===== src/hw/lcs_regs.svh =====
/*
 * Register offsets, field positions, reset values and timing figures of the
 * laser current compensation and safety block.
 * Assumes a 50 MHz system clock and byte addresses on a 32-bit bus.
 */
`ifndef LCS_REGS_SVH
`define LCS_REGS_SVH

// Byte offsets
`define LCS_A_CTRL0   8'h00
`define LCS_A_CTRL1   8'h04
`define LCS_A_BIASSET 8'h08
`define LCS_A_MODSET  8'h0C
`define LCS_A_GAIN    8'h10
`define LCS_A_BREF    8'h14
`define LCS_A_TSTART  8'h18
`define LCS_A_TEXP    8'h1C
`define LCS_A_FWCOEF  8'h20
`define LCS_A_STATUS  8'h24
`define LCS_A_DIAG    8'h28
`define LCS_A_MTXPWR  8'h2C
`define LCS_A_MBIAS   8'h30
`define LCS_A_MMOD    8'h34
`define LCS_A_MODDAC  8'h38

// Control register 0 fields
`define LCS_C0_CLPWR  0
`define LCS_C0_BCOMP  1
`define LCS_C0_TCOMP  2
`define LCS_C0_TSEL   3
`define LCS_C0_FWTEMP 4
`define LCS_C0_SWDIS  5
`define LCS_C0_BYPASS 6
`define LCS_C0_RESET  7'h04

// Control register 1 fields
`define LCS_C1_FRESET 0
`define LCS_C1_OVRD   1

// Exponent limits and arithmetic
`define LCS_EXP_MIN   5'sh14
`define LCS_EXP_MAX   5'sh0B
`define LCS_GAIN_FRAC 7
`define LCS_DAC_MAX   12'hFFF
`define LCS_SETTLE_TOL 13'h0040

// Timing
`define LCS_CLK_MHZ    50
`define LCS_SETTLE_US  3000
`define LCS_SAMPLE_DIV 256

`endif


===== src/hw/lcs_pkg.sv =====
/*
 * Types of the laser current compensation and safety block.
 * Assumes lcs_regs.svh is not needed here; widths are fixed by the ADCs.
 */
package lcs_pkg;

	// Safety sequence states, one-hot
	typedef enum logic [4:0] {
		LCS_INIT   = 5'b00001,
		LCS_OFF    = 5'b00010,
		LCS_CHECK  = 5'b00100,
		LCS_SETTLE = 5'b01000,
		LCS_RUN    = 5'b10000
	} lcs_fsm_t;

	// Monitor converter words as they arrive
	typedef struct packed {
		logic [11:0] txpwr;
		logic [11:0] bias;
		logic [11:0] modu;
		logic [11:0] int_temp;
		logic [11:0] aux2;
	} lcs_adc_t;

	// Whole state of the block
	typedef struct packed {
		logic [6:0]  ctrl0;
		logic        latch_override;
		logic [11:0] bias_setpoint;
		logic [11:0] modulation_setpoint;
		logic [7:0]  comp_gain;
		logic [11:0] bias_monitor_reference;
		logic [11:0] temp_start;
		logic [4:0]  temp_first_order_exponent;
		logic [15:0] fw_temp_coef;
		logic [5:0]  cmp_s1;
		logic [5:0]  cmp_s2;
		lcs_adc_t    adc_s1;
		lcs_adc_t    adc_s2;
		lcs_adc_t    adc;
		logic        dis_prev;
		lcs_fsm_t    fsm;
		logic        init_done;
		logic [17:0] timer;
		logic [15:0] div;
		logic        fault_latched;
		logic [6:0]  diag;
		logic [11:0] bias_dac;
		logic [11:0] mod_dac;
		logic        bias_en;
		logic        mod_en;
		logic        supply_on;
		logic        fault;
		logic        ack;
		logic [31:0] rdata;
	} lcs_state_t;

endpackage : lcs_pkg


===== src/hw/lcs_top.sv =====
/*
 * Laser current compensation and safety controller with a Wishbone slave.
 * Assumes classic Wishbone on clk_i, comparator levels and converter words
 * arriving asynchronously, and the analogue DACs and supply switch outside.
 */
// Function
// - Open loop: bias DAC follows bias setpoint
// - Modulation setpoint is the compensation base
// - Bias compensation samples bias monitor periodically
// - Mod DAC = setpoint + gain*(monitor - reference)
// - Temperature compensation resets on and wins
// - Select internal or second aux temperature
// - Exponent accepts -12 through +11
// - Mod DAC = setpoint + (start-temp)*2^exponent
// - Start threshold in 12-bit temperature units
// - Firmware enable uses firmware coefficient term
// - Tx power, bias, modulation monitors readable
// - Any comparator fault kills currents, raises fault
// - Fault sets matching diagnostic status bit
// - Fault stays latched until disable toggles
// - Supply switch opens on disable, or on fault without bypass
// - Either disable turns both currents off
// - Start only when unbypassed monitors healthy
// - Disable falling edge triggers pin short check
// - Pass starts 3 ms bias settle timer
// - Bypass keeps modulation on, still latches
// - Bypass plus fault reset clears latch
// - Latch override: fault output follows live fault
`timescale 1ns/1ps
`include "lcs_regs.svh"

module lcs_top
	import lcs_pkg::*;
#(
	parameter int SETTLE_CYCLES = `LCS_SETTLE_US * `LCS_CLK_MHZ,
	parameter int SAMPLE_DIV    = `LCS_SAMPLE_DIV
) (
	// Clock and reset
	input  wire logic        clk_i,
	input  wire logic        rst_i,
	// Wishbone slave
	input  wire logic        wb_cyc_i,
	input  wire logic        wb_stb_i,
	input  wire logic        wb_we_i,
	input  wire logic [7:0]  wb_adr_i,
	input  wire logic [3:0]  wb_sel_i,
	input  wire logic [31:0] wb_dat_i,
	output logic      [31:0] wb_dat_o,
	output logic             wb_ack_o,
	// Pins and comparators
	input  wire logic        laser_disable_in_i,
	input  wire logic [4:0]  fault_cmp_i,
	input  wire lcs_adc_t    adc_i,
	// Laser drive
	output logic      [11:0] bias_dac_o,
	output logic      [11:0] modulation_dac_value_o,
	output logic             bias_en_o,
	output logic             mod_en_o,
	output logic             switched_laser_supply_o,
	output logic             fault_o
);

	lcs_state_t s;
	lcs_state_t next_s;

	// Merge byte lanes 0 and 1 into a register of up to 16 bits
	function automatic logic [15:0] merge(input logic [15:0] old, input logic [31:0] d,
		input logic [3:0] sel);
		logic [15:0] r;
		r = old;
		if (sel[0]) begin
			r[7:0] = d[7:0];
		end
		if (sel[1]) begin
			r[15:8] = d[15:8];
		end
		return r;
	endfunction : merge

	// Next-state logic for bus, safety sequence and compensation
	always_comb begin
		logic        wr;
		logic        rd_hit;
		logic        dis;
		logic        live;
		logic        fall;
		logic        set_f;
		logic        clr_f;
		logic        tick;
		logic        settled;
		logic        tcomp;
		logic [15:0] m;
		logic [11:0] temp;
		logic signed [12:0] d13;
		logic signed [12:0] bdiff;
		logic signed [4:0]  ex;
		logic signed [24:0] term;
		logic signed [21:0] prod;
		logic signed [25:0] sum;
		logic [6:0]  dset;
		wr = 1'b0;
		rd_hit = 1'b0;
		dis = 1'b0;
		live = 1'b0;
		fall = 1'b0;
		set_f = 1'b0;
		clr_f = 1'b0;
		tick = 1'b0;
		settled = 1'b0;
		tcomp = 1'b0;
		m = 16'h0000;
		temp = 12'h000;
		d13 = 13'sh0000;
		bdiff = 13'sh0000;
		ex = 5'sh00;
		term = 25'sh0000000;
		prod = 22'sh000000;
		sum = 26'sh0000000;
		dset = 7'h00;
		next_s = s;

		// Two-stage synchronisers; stage one feeds stage two only
		// Converter words are taken as slow; a torn word spoils one sample only
		next_s.cmp_s1 = {laser_disable_in_i, fault_cmp_i};
		next_s.cmp_s2 = s.cmp_s1;
		next_s.adc_s1 = adc_i;
		next_s.adc_s2 = s.adc_s1;

		// Either disable source counts; a floating pin reads high outside
		dis = s.cmp_s2[5] | s.ctrl0[`LCS_C0_SWDIS];
		next_s.dis_prev = dis;
		fall = s.dis_prev & ~dis;
		live = |s.cmp_s2[4:0];

		// Sample divider paces monitor capture and compensation
		// Mod DAC moves only on ticks, so the drive steps at a steady pace
		tick = (s.div == 16'h0000);
		next_s.div = tick ? 16'(SAMPLE_DIV - 1) : s.div - 16'h0001;
		if (tick) begin
			next_s.adc = s.adc_s2;
		end

		// Wishbone: answer one cycle after the strobe, then drop
		// A write lands on the edge that raises ack; unmapped reads return zero
		next_s.ack = wb_cyc_i & wb_stb_i & ~s.ack;
		wr = next_s.ack & wb_we_i;
		next_s.rdata = 32'h0000_0000;
		if (next_s.ack & ~wb_we_i) begin
			rd_hit = 1'b1;
			case ({wb_adr_i[7:2], 2'b00})
				`LCS_A_CTRL0:   next_s.rdata = {25'h0, s.ctrl0};
				`LCS_A_CTRL1:   next_s.rdata = {30'h0, s.latch_override, 1'b0};
				`LCS_A_BIASSET: next_s.rdata = {20'h0, s.bias_setpoint};
				`LCS_A_MODSET:  next_s.rdata = {20'h0, s.modulation_setpoint};
				`LCS_A_GAIN:    next_s.rdata = {24'h0, s.comp_gain};
				`LCS_A_BREF:    next_s.rdata = {20'h0, s.bias_monitor_reference};
				`LCS_A_TSTART:  next_s.rdata = {20'h0, s.temp_start};
				`LCS_A_TEXP:    next_s.rdata = {27'h0, s.temp_first_order_exponent};
				`LCS_A_FWCOEF:  next_s.rdata = {16'h0, s.fw_temp_coef};
				`LCS_A_STATUS:  next_s.rdata = {18'h0, s.fsm, s.init_done,
					s.fault_latched, 1'b0, s.cmp_s2};        // Bit 6 spare
				`LCS_A_DIAG:    next_s.rdata = {25'h0, s.diag};
				`LCS_A_MTXPWR:  next_s.rdata = {20'h0, s.adc.txpwr};
				`LCS_A_MBIAS:   next_s.rdata = {20'h0, s.adc.bias};
				`LCS_A_MMOD:    next_s.rdata = {20'h0, s.adc.modu};
				`LCS_A_MODDAC:  next_s.rdata = {20'h0, s.mod_dac};
				default:        rd_hit = 1'b0;
			endcase
		end
		// Unmapped writes are dropped but still acknowledged
		if (wr) begin
			case ({wb_adr_i[7:2], 2'b00})
				`LCS_A_CTRL0: begin
					m = merge({9'h0, s.ctrl0}, wb_dat_i, wb_sel_i);
					next_s.ctrl0 = m[6:0];
				end
				`LCS_A_CTRL1: begin
					if (wb_sel_i[0]) begin
						next_s.latch_override = wb_dat_i[`LCS_C1_OVRD];
						// Override is a level; fault reset is a strobe that reads back 0
						// Fault reset only acts while bypass is on
						clr_f = wb_dat_i[`LCS_C1_FRESET]
							& s.ctrl0[`LCS_C0_BYPASS];
					end
				end
				`LCS_A_BIASSET: begin
					m = merge({4'h0, s.bias_setpoint}, wb_dat_i, wb_sel_i);
					next_s.bias_setpoint = m[11:0];
				end
				`LCS_A_MODSET: begin
					m = merge({4'h0, s.modulation_setpoint}, wb_dat_i, wb_sel_i);
					next_s.modulation_setpoint = m[11:0];
				end
				`LCS_A_GAIN: begin
					m = merge({8'h0, s.comp_gain}, wb_dat_i, wb_sel_i);
					next_s.comp_gain = m[7:0];
				end
				`LCS_A_BREF: begin
					m = merge({4'h0, s.bias_monitor_reference}, wb_dat_i, wb_sel_i);
					next_s.bias_monitor_reference = m[11:0];
				end
				`LCS_A_TSTART: begin
					m = merge({4'h0, s.temp_start}, wb_dat_i, wb_sel_i);
					next_s.temp_start = m[11:0];
				end
				`LCS_A_TEXP: begin
					// Out-of-range exponents clamp to the nearest limit
					if (wb_sel_i[0]) begin
						ex = $signed(wb_dat_i[4:0]);
						if (ex < $signed(`LCS_EXP_MIN)) begin
							ex = `LCS_EXP_MIN;
						end else if (ex > $signed(`LCS_EXP_MAX)) begin
							ex = `LCS_EXP_MAX;
						end
						next_s.temp_first_order_exponent = ex;
					end
				end
				`LCS_A_FWCOEF: begin
					// Signed term, applied without scaling
					next_s.fw_temp_coef = merge(s.fw_temp_coef, wb_dat_i, wb_sel_i);
				end
				default: begin
				end
			endcase
		end

		// Safety sequence
		// Settle test reads the synced monitor, not the tick-paced copy, to react early
		settled = 1'b0;
		bdiff = $signed({1'b0, s.adc_s2.bias}) - $signed({1'b0, s.bias_setpoint});
		if (bdiff < 0) begin
			bdiff = -bdiff;
		end
		settled = (bdiff <= $signed(`LCS_SETTLE_TOL));
		// Comparators before start-up do not latch, so power-up glitches are ignored
		dset = {1'b0, 1'b0, s.init_done ? s.cmp_s2[4:0] : 5'h00};
		case (s.fsm)
			LCS_INIT: begin
				// Start only with every watched comparator healthy, or at once under bypass
				if (~live | s.ctrl0[`LCS_C0_BYPASS]) begin
					next_s.init_done = 1'b1;
					next_s.fsm = LCS_OFF;
				end
			end
			LCS_OFF: begin
				// Wait until both disable sources are low
				if (~dis) begin
					next_s.fsm = LCS_CHECK;
				end
			end
			LCS_CHECK: begin
				// Pin short check after enable; pass arms the one-shot
				if (live) begin
					dset[5] = 1'b1;
					next_s.fsm = LCS_RUN;
				end else begin
					next_s.timer = 18'(SETTLE_CYCLES - 1);
					next_s.fsm = LCS_SETTLE;
				end
			end
			LCS_SETTLE: begin
				// Bias must reach the setpoint window before the one-shot runs out
				if (settled) begin
					next_s.fsm = LCS_RUN;
				end else if (s.timer == 18'h00000) begin
					dset[6] = 1'b1;
					next_s.fsm = LCS_RUN;
				end else begin
					next_s.timer = s.timer - 18'h00001;
				end
			end
			LCS_RUN: begin
				// Faults act through the latch below, not through this sequence
			end
			default: next_s.fsm = LCS_INIT;
		endcase
		// Any disable sends the sequence back, so the next enable re-checks the pins
		if (dis & s.init_done) begin
			next_s.fsm = LCS_OFF;
		end

		// Fault latch: a new fault wins over any clear in the same cycle
		// A clear also wipes the diagnostic bits of the faults it releases
		set_f = |dset;
		clr_f = clr_f | fall;
		if (set_f) begin
			next_s.fault_latched = 1'b1;
			next_s.diag = (clr_f ? 7'h00 : s.diag) | dset;
		end else if (clr_f) begin
			next_s.fault_latched = 1'b0;
			next_s.diag = 7'h00;
		end

		// Fault output: latched, or live with override set
		next_s.fault = s.latch_override ? (|dset) : next_s.fault_latched;

		// Current enables; bypass keeps the laser running through a fault
		// Currents run from the start of settling, since settling needs bias current
		// Under bypass the supply stays closed too, or the laser would go dark anyway
		next_s.mod_en = ~dis & s.fsm[3] | ~dis & s.fsm[4];
		next_s.mod_en = next_s.mod_en
			& (~next_s.fault_latched | s.ctrl0[`LCS_C0_BYPASS]);
		next_s.bias_en = next_s.mod_en;
		next_s.supply_on = next_s.mod_en;

		// Open loop bias drive; closed loop leaves the value frozen
		if (~s.ctrl0[`LCS_C0_CLPWR]) begin
			next_s.bias_dac = s.bias_setpoint;
		end

		// Modulation compensation term
		// Temperature wins over the bias term whenever it is enabled
		temp = s.ctrl0[`LCS_C0_TSEL] ? s.adc.aux2 : s.adc.int_temp;
		tcomp = s.ctrl0[`LCS_C0_TCOMP];
		ex = $signed(s.temp_first_order_exponent);
		d13 = $signed({1'b0, s.temp_start}) - $signed({1'b0, temp});
		if (tcomp & s.ctrl0[`LCS_C0_FWTEMP]) begin
			term = 25'($signed(s.fw_temp_coef));
		end else if (tcomp) begin
			// Negative exponents shift right, keeping the sign of the difference
			if (ex[4]) begin
				term = 25'(d13) >>> 4'(-ex);
			end else begin
				term = 25'(d13) <<< ex[3:0];
			end
		end else if (s.ctrl0[`LCS_C0_BCOMP]) begin
			// Gain carries seven fraction bits
			bdiff = $signed({1'b0, s.adc.bias})
				- $signed({1'b0, s.bias_monitor_reference});
			prod = $signed({1'b0, s.comp_gain}) * bdiff;
			term = 25'(prod >>> `LCS_GAIN_FRAC);
		end
		sum = $signed({14'h0000, s.modulation_setpoint}) + 26'(term);
		if (tick) begin
			// Saturate so a large correction cannot wrap the DAC code
			if (sum < 0) begin
				next_s.mod_dac = 12'h000;
			end else if (sum > $signed({14'h0000, `LCS_DAC_MAX})) begin
				next_s.mod_dac = `LCS_DAC_MAX;
			end else begin
				next_s.mod_dac = sum[11:0];
			end
		end
	end

	// State register; a disabled safe state out of reset
	always_ff @(posedge clk_i) begin
		if (rst_i) begin
			s <= '0;
			s.ctrl0 <= `LCS_C0_RESET;
			s.fsm <= LCS_INIT;
			// Disable path resets to the disabled level, as a floating pin reads
			s.dis_prev <= 1'b1;
			s.cmp_s1 <= 6'h20;
			s.cmp_s2 <= 6'h20;
		end else begin
			s <= next_s;
		end
	end

	// Outputs straight from the state register
	assign wb_dat_o               = s.rdata;
	assign wb_ack_o               = s.ack;
	assign bias_dac_o             = s.bias_dac;
	assign modulation_dac_value_o = s.mod_dac;
	assign bias_en_o              = s.bias_en;
	assign mod_en_o               = s.mod_en;
	assign switched_laser_supply_o = s.supply_on;
	assign fault_o                = s.fault;

endmodule : lcs_top


===== config.mk =====
export PLATFORM = sky130hd
export DESIGN_NAME = lcs_top
export DESIGN_NICKNAME = d
export VERILOG_FILES = /design/src/hw/lcs_pkg.sv /design/src/hw/lcs_top.sv
export VERILOG_INCLUDE_DIRS = /design/src /design/src/hw
export SDC_FILE = /design/constraint.sdc
export NUM_CORES = 1
export LEC_CHECK = 0
export ABC_AREA = 1
export BUFFER_PORTS_ARGS = -buffer_cell sky130_fd_sc_hd__buf_2
export CAP_MARGIN = 15
export CORE_MARGIN = 8
export CORE_UTILIZATION = 63
export CTS_BUF_LIST = sky130_fd_sc_hd__clkbuf_2
export DETAILED_ROUTE_END_ITERATION = 6
export PLACE_DENSITY = 0.9
export RECOVER_POWER = 25
export SLEW_MARGIN = 30
export SYNTH_ARGS = -nofsm -noshare
export SYNTH_HDL_FRONTEND = slang
export SYNTH_SLANG_ARGS = --single-unit

===== constraint.sdc =====
create_clock -name clk_i -period 9.35 [get_ports clk_i]
set_input_delay 0.935 -clock clk_i [delete_from_list [all_inputs] [get_ports clk_i]]
set_output_delay 0.935 -clock clk_i [all_outputs]
set_load 0.05 [all_outputs]

==> flow_metrics.py <==
metrics = {
    "global_routing": {
        "grt_pass1_vias": 20790,
        "grt_max_degree": 118,
        "overflow": 0,
        "antenna_found_initial": 2,
        "grt_pass1_wl_um": 104000,
        "grt_usage_pct": 30.8,
    },
    "timing": {
        "period_needed_ps": 9100,
        "finalCritPeriodShare_pct": 97.4,
        "setup_violations": 0,
        "fin_skew_ps": 162,
        "relSlewSlack_pct": -130,
        "max_clock_freq_mhz": 110,
        "hold_viol_final": 0,
        "tightest_slew_ps": 3450,
        "finalWorstSetupSlack_ps": 245,
        "drv_slew": 192,
    },
    "setup_path": {
        "critPathMaxStageDelay_ps": 540,
        "crit_family": "simple AND/OR/NAND/NOR gates",
        "start_kind": "register",
        "worstPathMaxFanout": 5,
        "cp-end-kind": "register",
        "worstSetupPathType": "reg -> reg",
        "cp_num_buf_inv": 10,
        "critPathArrivalTime_ps": 9920,
        "required_ps": 10170,
        "crit_slowest_cell": "fa_1",
    },
    "power": {
        "p_per_area_mw_per_mm2": 188,
        "p_leak_nw": 11.7,
        "power_w": 0.00454,
        "peakVddDrop_uv": 223,
    },
    "synthesis": {
        "yosysTopAreaCell": "dfxtp_1",
        "netlist_top_cells_area": "dfxtp_1, nand2_1, inv_1",
        "synth_cell_types": 62,
        "yosys.area.top_type_share_pct": 33.2,
        "synth_area_sq_mm": 0.0223,
        "async_flop_share_pct": 0,
        "yosys_warnings": 0,
        "ys_dominant_reg_cell": "dfxtp_1",
        "synth_common_cells": "nand2_1, inv_1, nor2_1",
        "syn_area_per_cell_sq_um": 7.07,
        "ys_seq_area_share_pct": 33.2,
        "netlist_instances": 3151,
        "synthMostInstantiatedCell": "nand2_1",
        "ys_ff_latch": 369,
        "synth_edf_count": 0,
    },
    "placement": {
        "port-buffer-count": 139,
        "place_congestion": 1.06,
        "place_area_sq_mm": 0.0229,
        "dpl.hpwl_um": 50500,
        "place_ws_ps": -48.1,
        "placed_cells": 3621,
    },
    "routing": {
        "wl_um": 66600,
        "routedWlPerCell_um": 17.6,
        "dr.pass1.iters": 7,
        "avgViaCountPerCell": 5.68,
        "drc_errors": 17,
        "via_count": 21516,
        "drt_iter0_drc": 2616,
        "postRouteAntennaNets": 0,
    },
    "final_layout": {
        "syn2layout_area_growth_pct": 8.31,
        "drive_above_1_share_pct": 13.5,
        "fin_util_pct": 68.5,
        "fin_area_sq_mm": 0.0241,
        "finalNonFillerCells": 3790,
        "nNetsFinal": 3561,
    },
    "clock_tree": {
        "clkLatencyLatePin_ps": 990,
        "ctsHoldBuffers": 0,
        "clock-sinks": 369,
        "clkTransAtPathRegs_ps": 120,
        "cts-buffers-inserted": 86,
        "root_buffer": "clkbuf_2",
        "cts_tree": "built",
        "clk_path_buf_depth": 3,
        "htree_num_levels": 3,
    },
    "die": {
        "start_util_pct": 63.2,
        "die_h_um": 204,
        "core_sq_mm": 0.0352,
        "die-width_um": 204,
        "io_pins": 176,
        "std_cell_rows": 69,
        "dieArea_sq_mm": 0.0416,
    },
    "outcome": {
        "violations": "design-rule violations, max-capacitance violations, max-slew violations",
        "status": "finished with violations",
    },
    "run": {
        "drv_cap": 3,
    },
    "hold_path": {
        "min_path_type": "in -> reg",
    },
}
-- power by group --
| group | leakage (nW) | internal, W | switching [W] |
|---|---|---|---|
| registers | 3.01 | 0.00168 | 0.0000923 |
| clock network | 0.598 | 0.000439 | 0.000648 |
| logic | 8.08 | 0.000508 | 0.00117 |
| total | 11.7 | 0.00263 | 0.00191 |
-- routing by layer --
layer	vias up	routed length, um	GRT usage [%]
met5	-	12	0
met2	1196	30300	49.5
met4	2	3310	14.9
met3	254	6680	6.45
met1	9880	26300	39.2
li1	10184	-	-
-- worst reg2reg max path: cells and delay by family (launching register included) --
kind                     cells  cell delay, ps
AND/OR/NAND/NOR             37            4100
AO/OA/AOI/OAI                7             750
buffers and inverters       10             830
adder cells (fa/ha/maj)      7            2910
flip-flops                   1             370
-- flip-flops by register name (all words and copies together), names as in the netlist --
name / count
switched_laser_supply_o: 1
next_s: 66
wb_dat_o: 16
wb_ack_o: 1
s: 260
fault_o: 1
bias_dac_o: 12
modulation_dac_value_o: 12
-- worst paths after layout --
path	from	end	slack [ps]	depth (start not counted)
max	s[337]$_SDFFE_PP0P_	modulation_dac_value_o[10]$_SDFFE_PP0P_	250	61
min	adc_i[10]	next_s[180]$_SDFF_PP0_	200	3
max reg2reg	s[337]$_SDFFE_PP0P_	modulation_dac_value_o[10]$_SDFFE_PP0P_	250	61
min reg2reg	next_s[193]$_SDFF_PP0_	s[193]$_SDFF_PP0_	340	2
-- logic make-up after synthesis --
family | share of synthesized area, %
simple gates | 25.0
buf+inv | 13.0
compound gates | 13.6
flops | 33.2
fa+ha+maj | 13.2
xor+xnor | 2.05
other cells | 0.0168
-- what timing repair did --
action | CTS | global route
gates resized for setup | 7 | 86
setup endpoints to repair | 11 | 12
gates cloned | 1 | 0
setup buffers | 1 | 13
pin swaps | 3 | 52
-- layout by cell type, fill, tap and decap left out, types with 9 or more instances in the layout --
cell type / instances
o21ai_0: 200
nor2_1: 388
nor3_1: 29
o22ai_1: 16
a21oi_2: 12
nand3_2: 11
or2_2: 23
inv_1: 522
o21ai_1: 10
nand3_1: 204
inv_2: 17
a221oi_1: 22
nand4_1: 15
xnor2_1: 27
nor2_2: 10
a21oi_1: 201
dfxtp_1: 367
o211ai_1: 12
xor2_1: 25
clkbuf_2: 123
nand2_1: 537
fa_1: 86
clkinv_1: 28
buf_2: 138
nand2_2: 34
nor2_4: 9
ha_1: 88
nor4_1: 11
conb_1: 16
buf_4: 21
-- per-stage QoR --
stage	hold slack (ps)	TNS, ps
3_5_place_dp	392	-194
2_1_floorplan	388	0
3_3_place_gp	391	0
5_1_grt	168	-1990
6_report	198	0
4_1_cts	149	0
-- final cells by class --
type | instances | area (sq um)
antenna | 2 | 5.00
clock buffer | 123 | 616
clock inverter | 28 | 208
fill | 2938 | 11100
inverter | 550 | 2070
multi-input combinational | 2091 | 12400
sequential | 369 | 7390
tap | 461 | 577
timing repair buffer | 166 | 897
(Power assumes the default switching activity.)
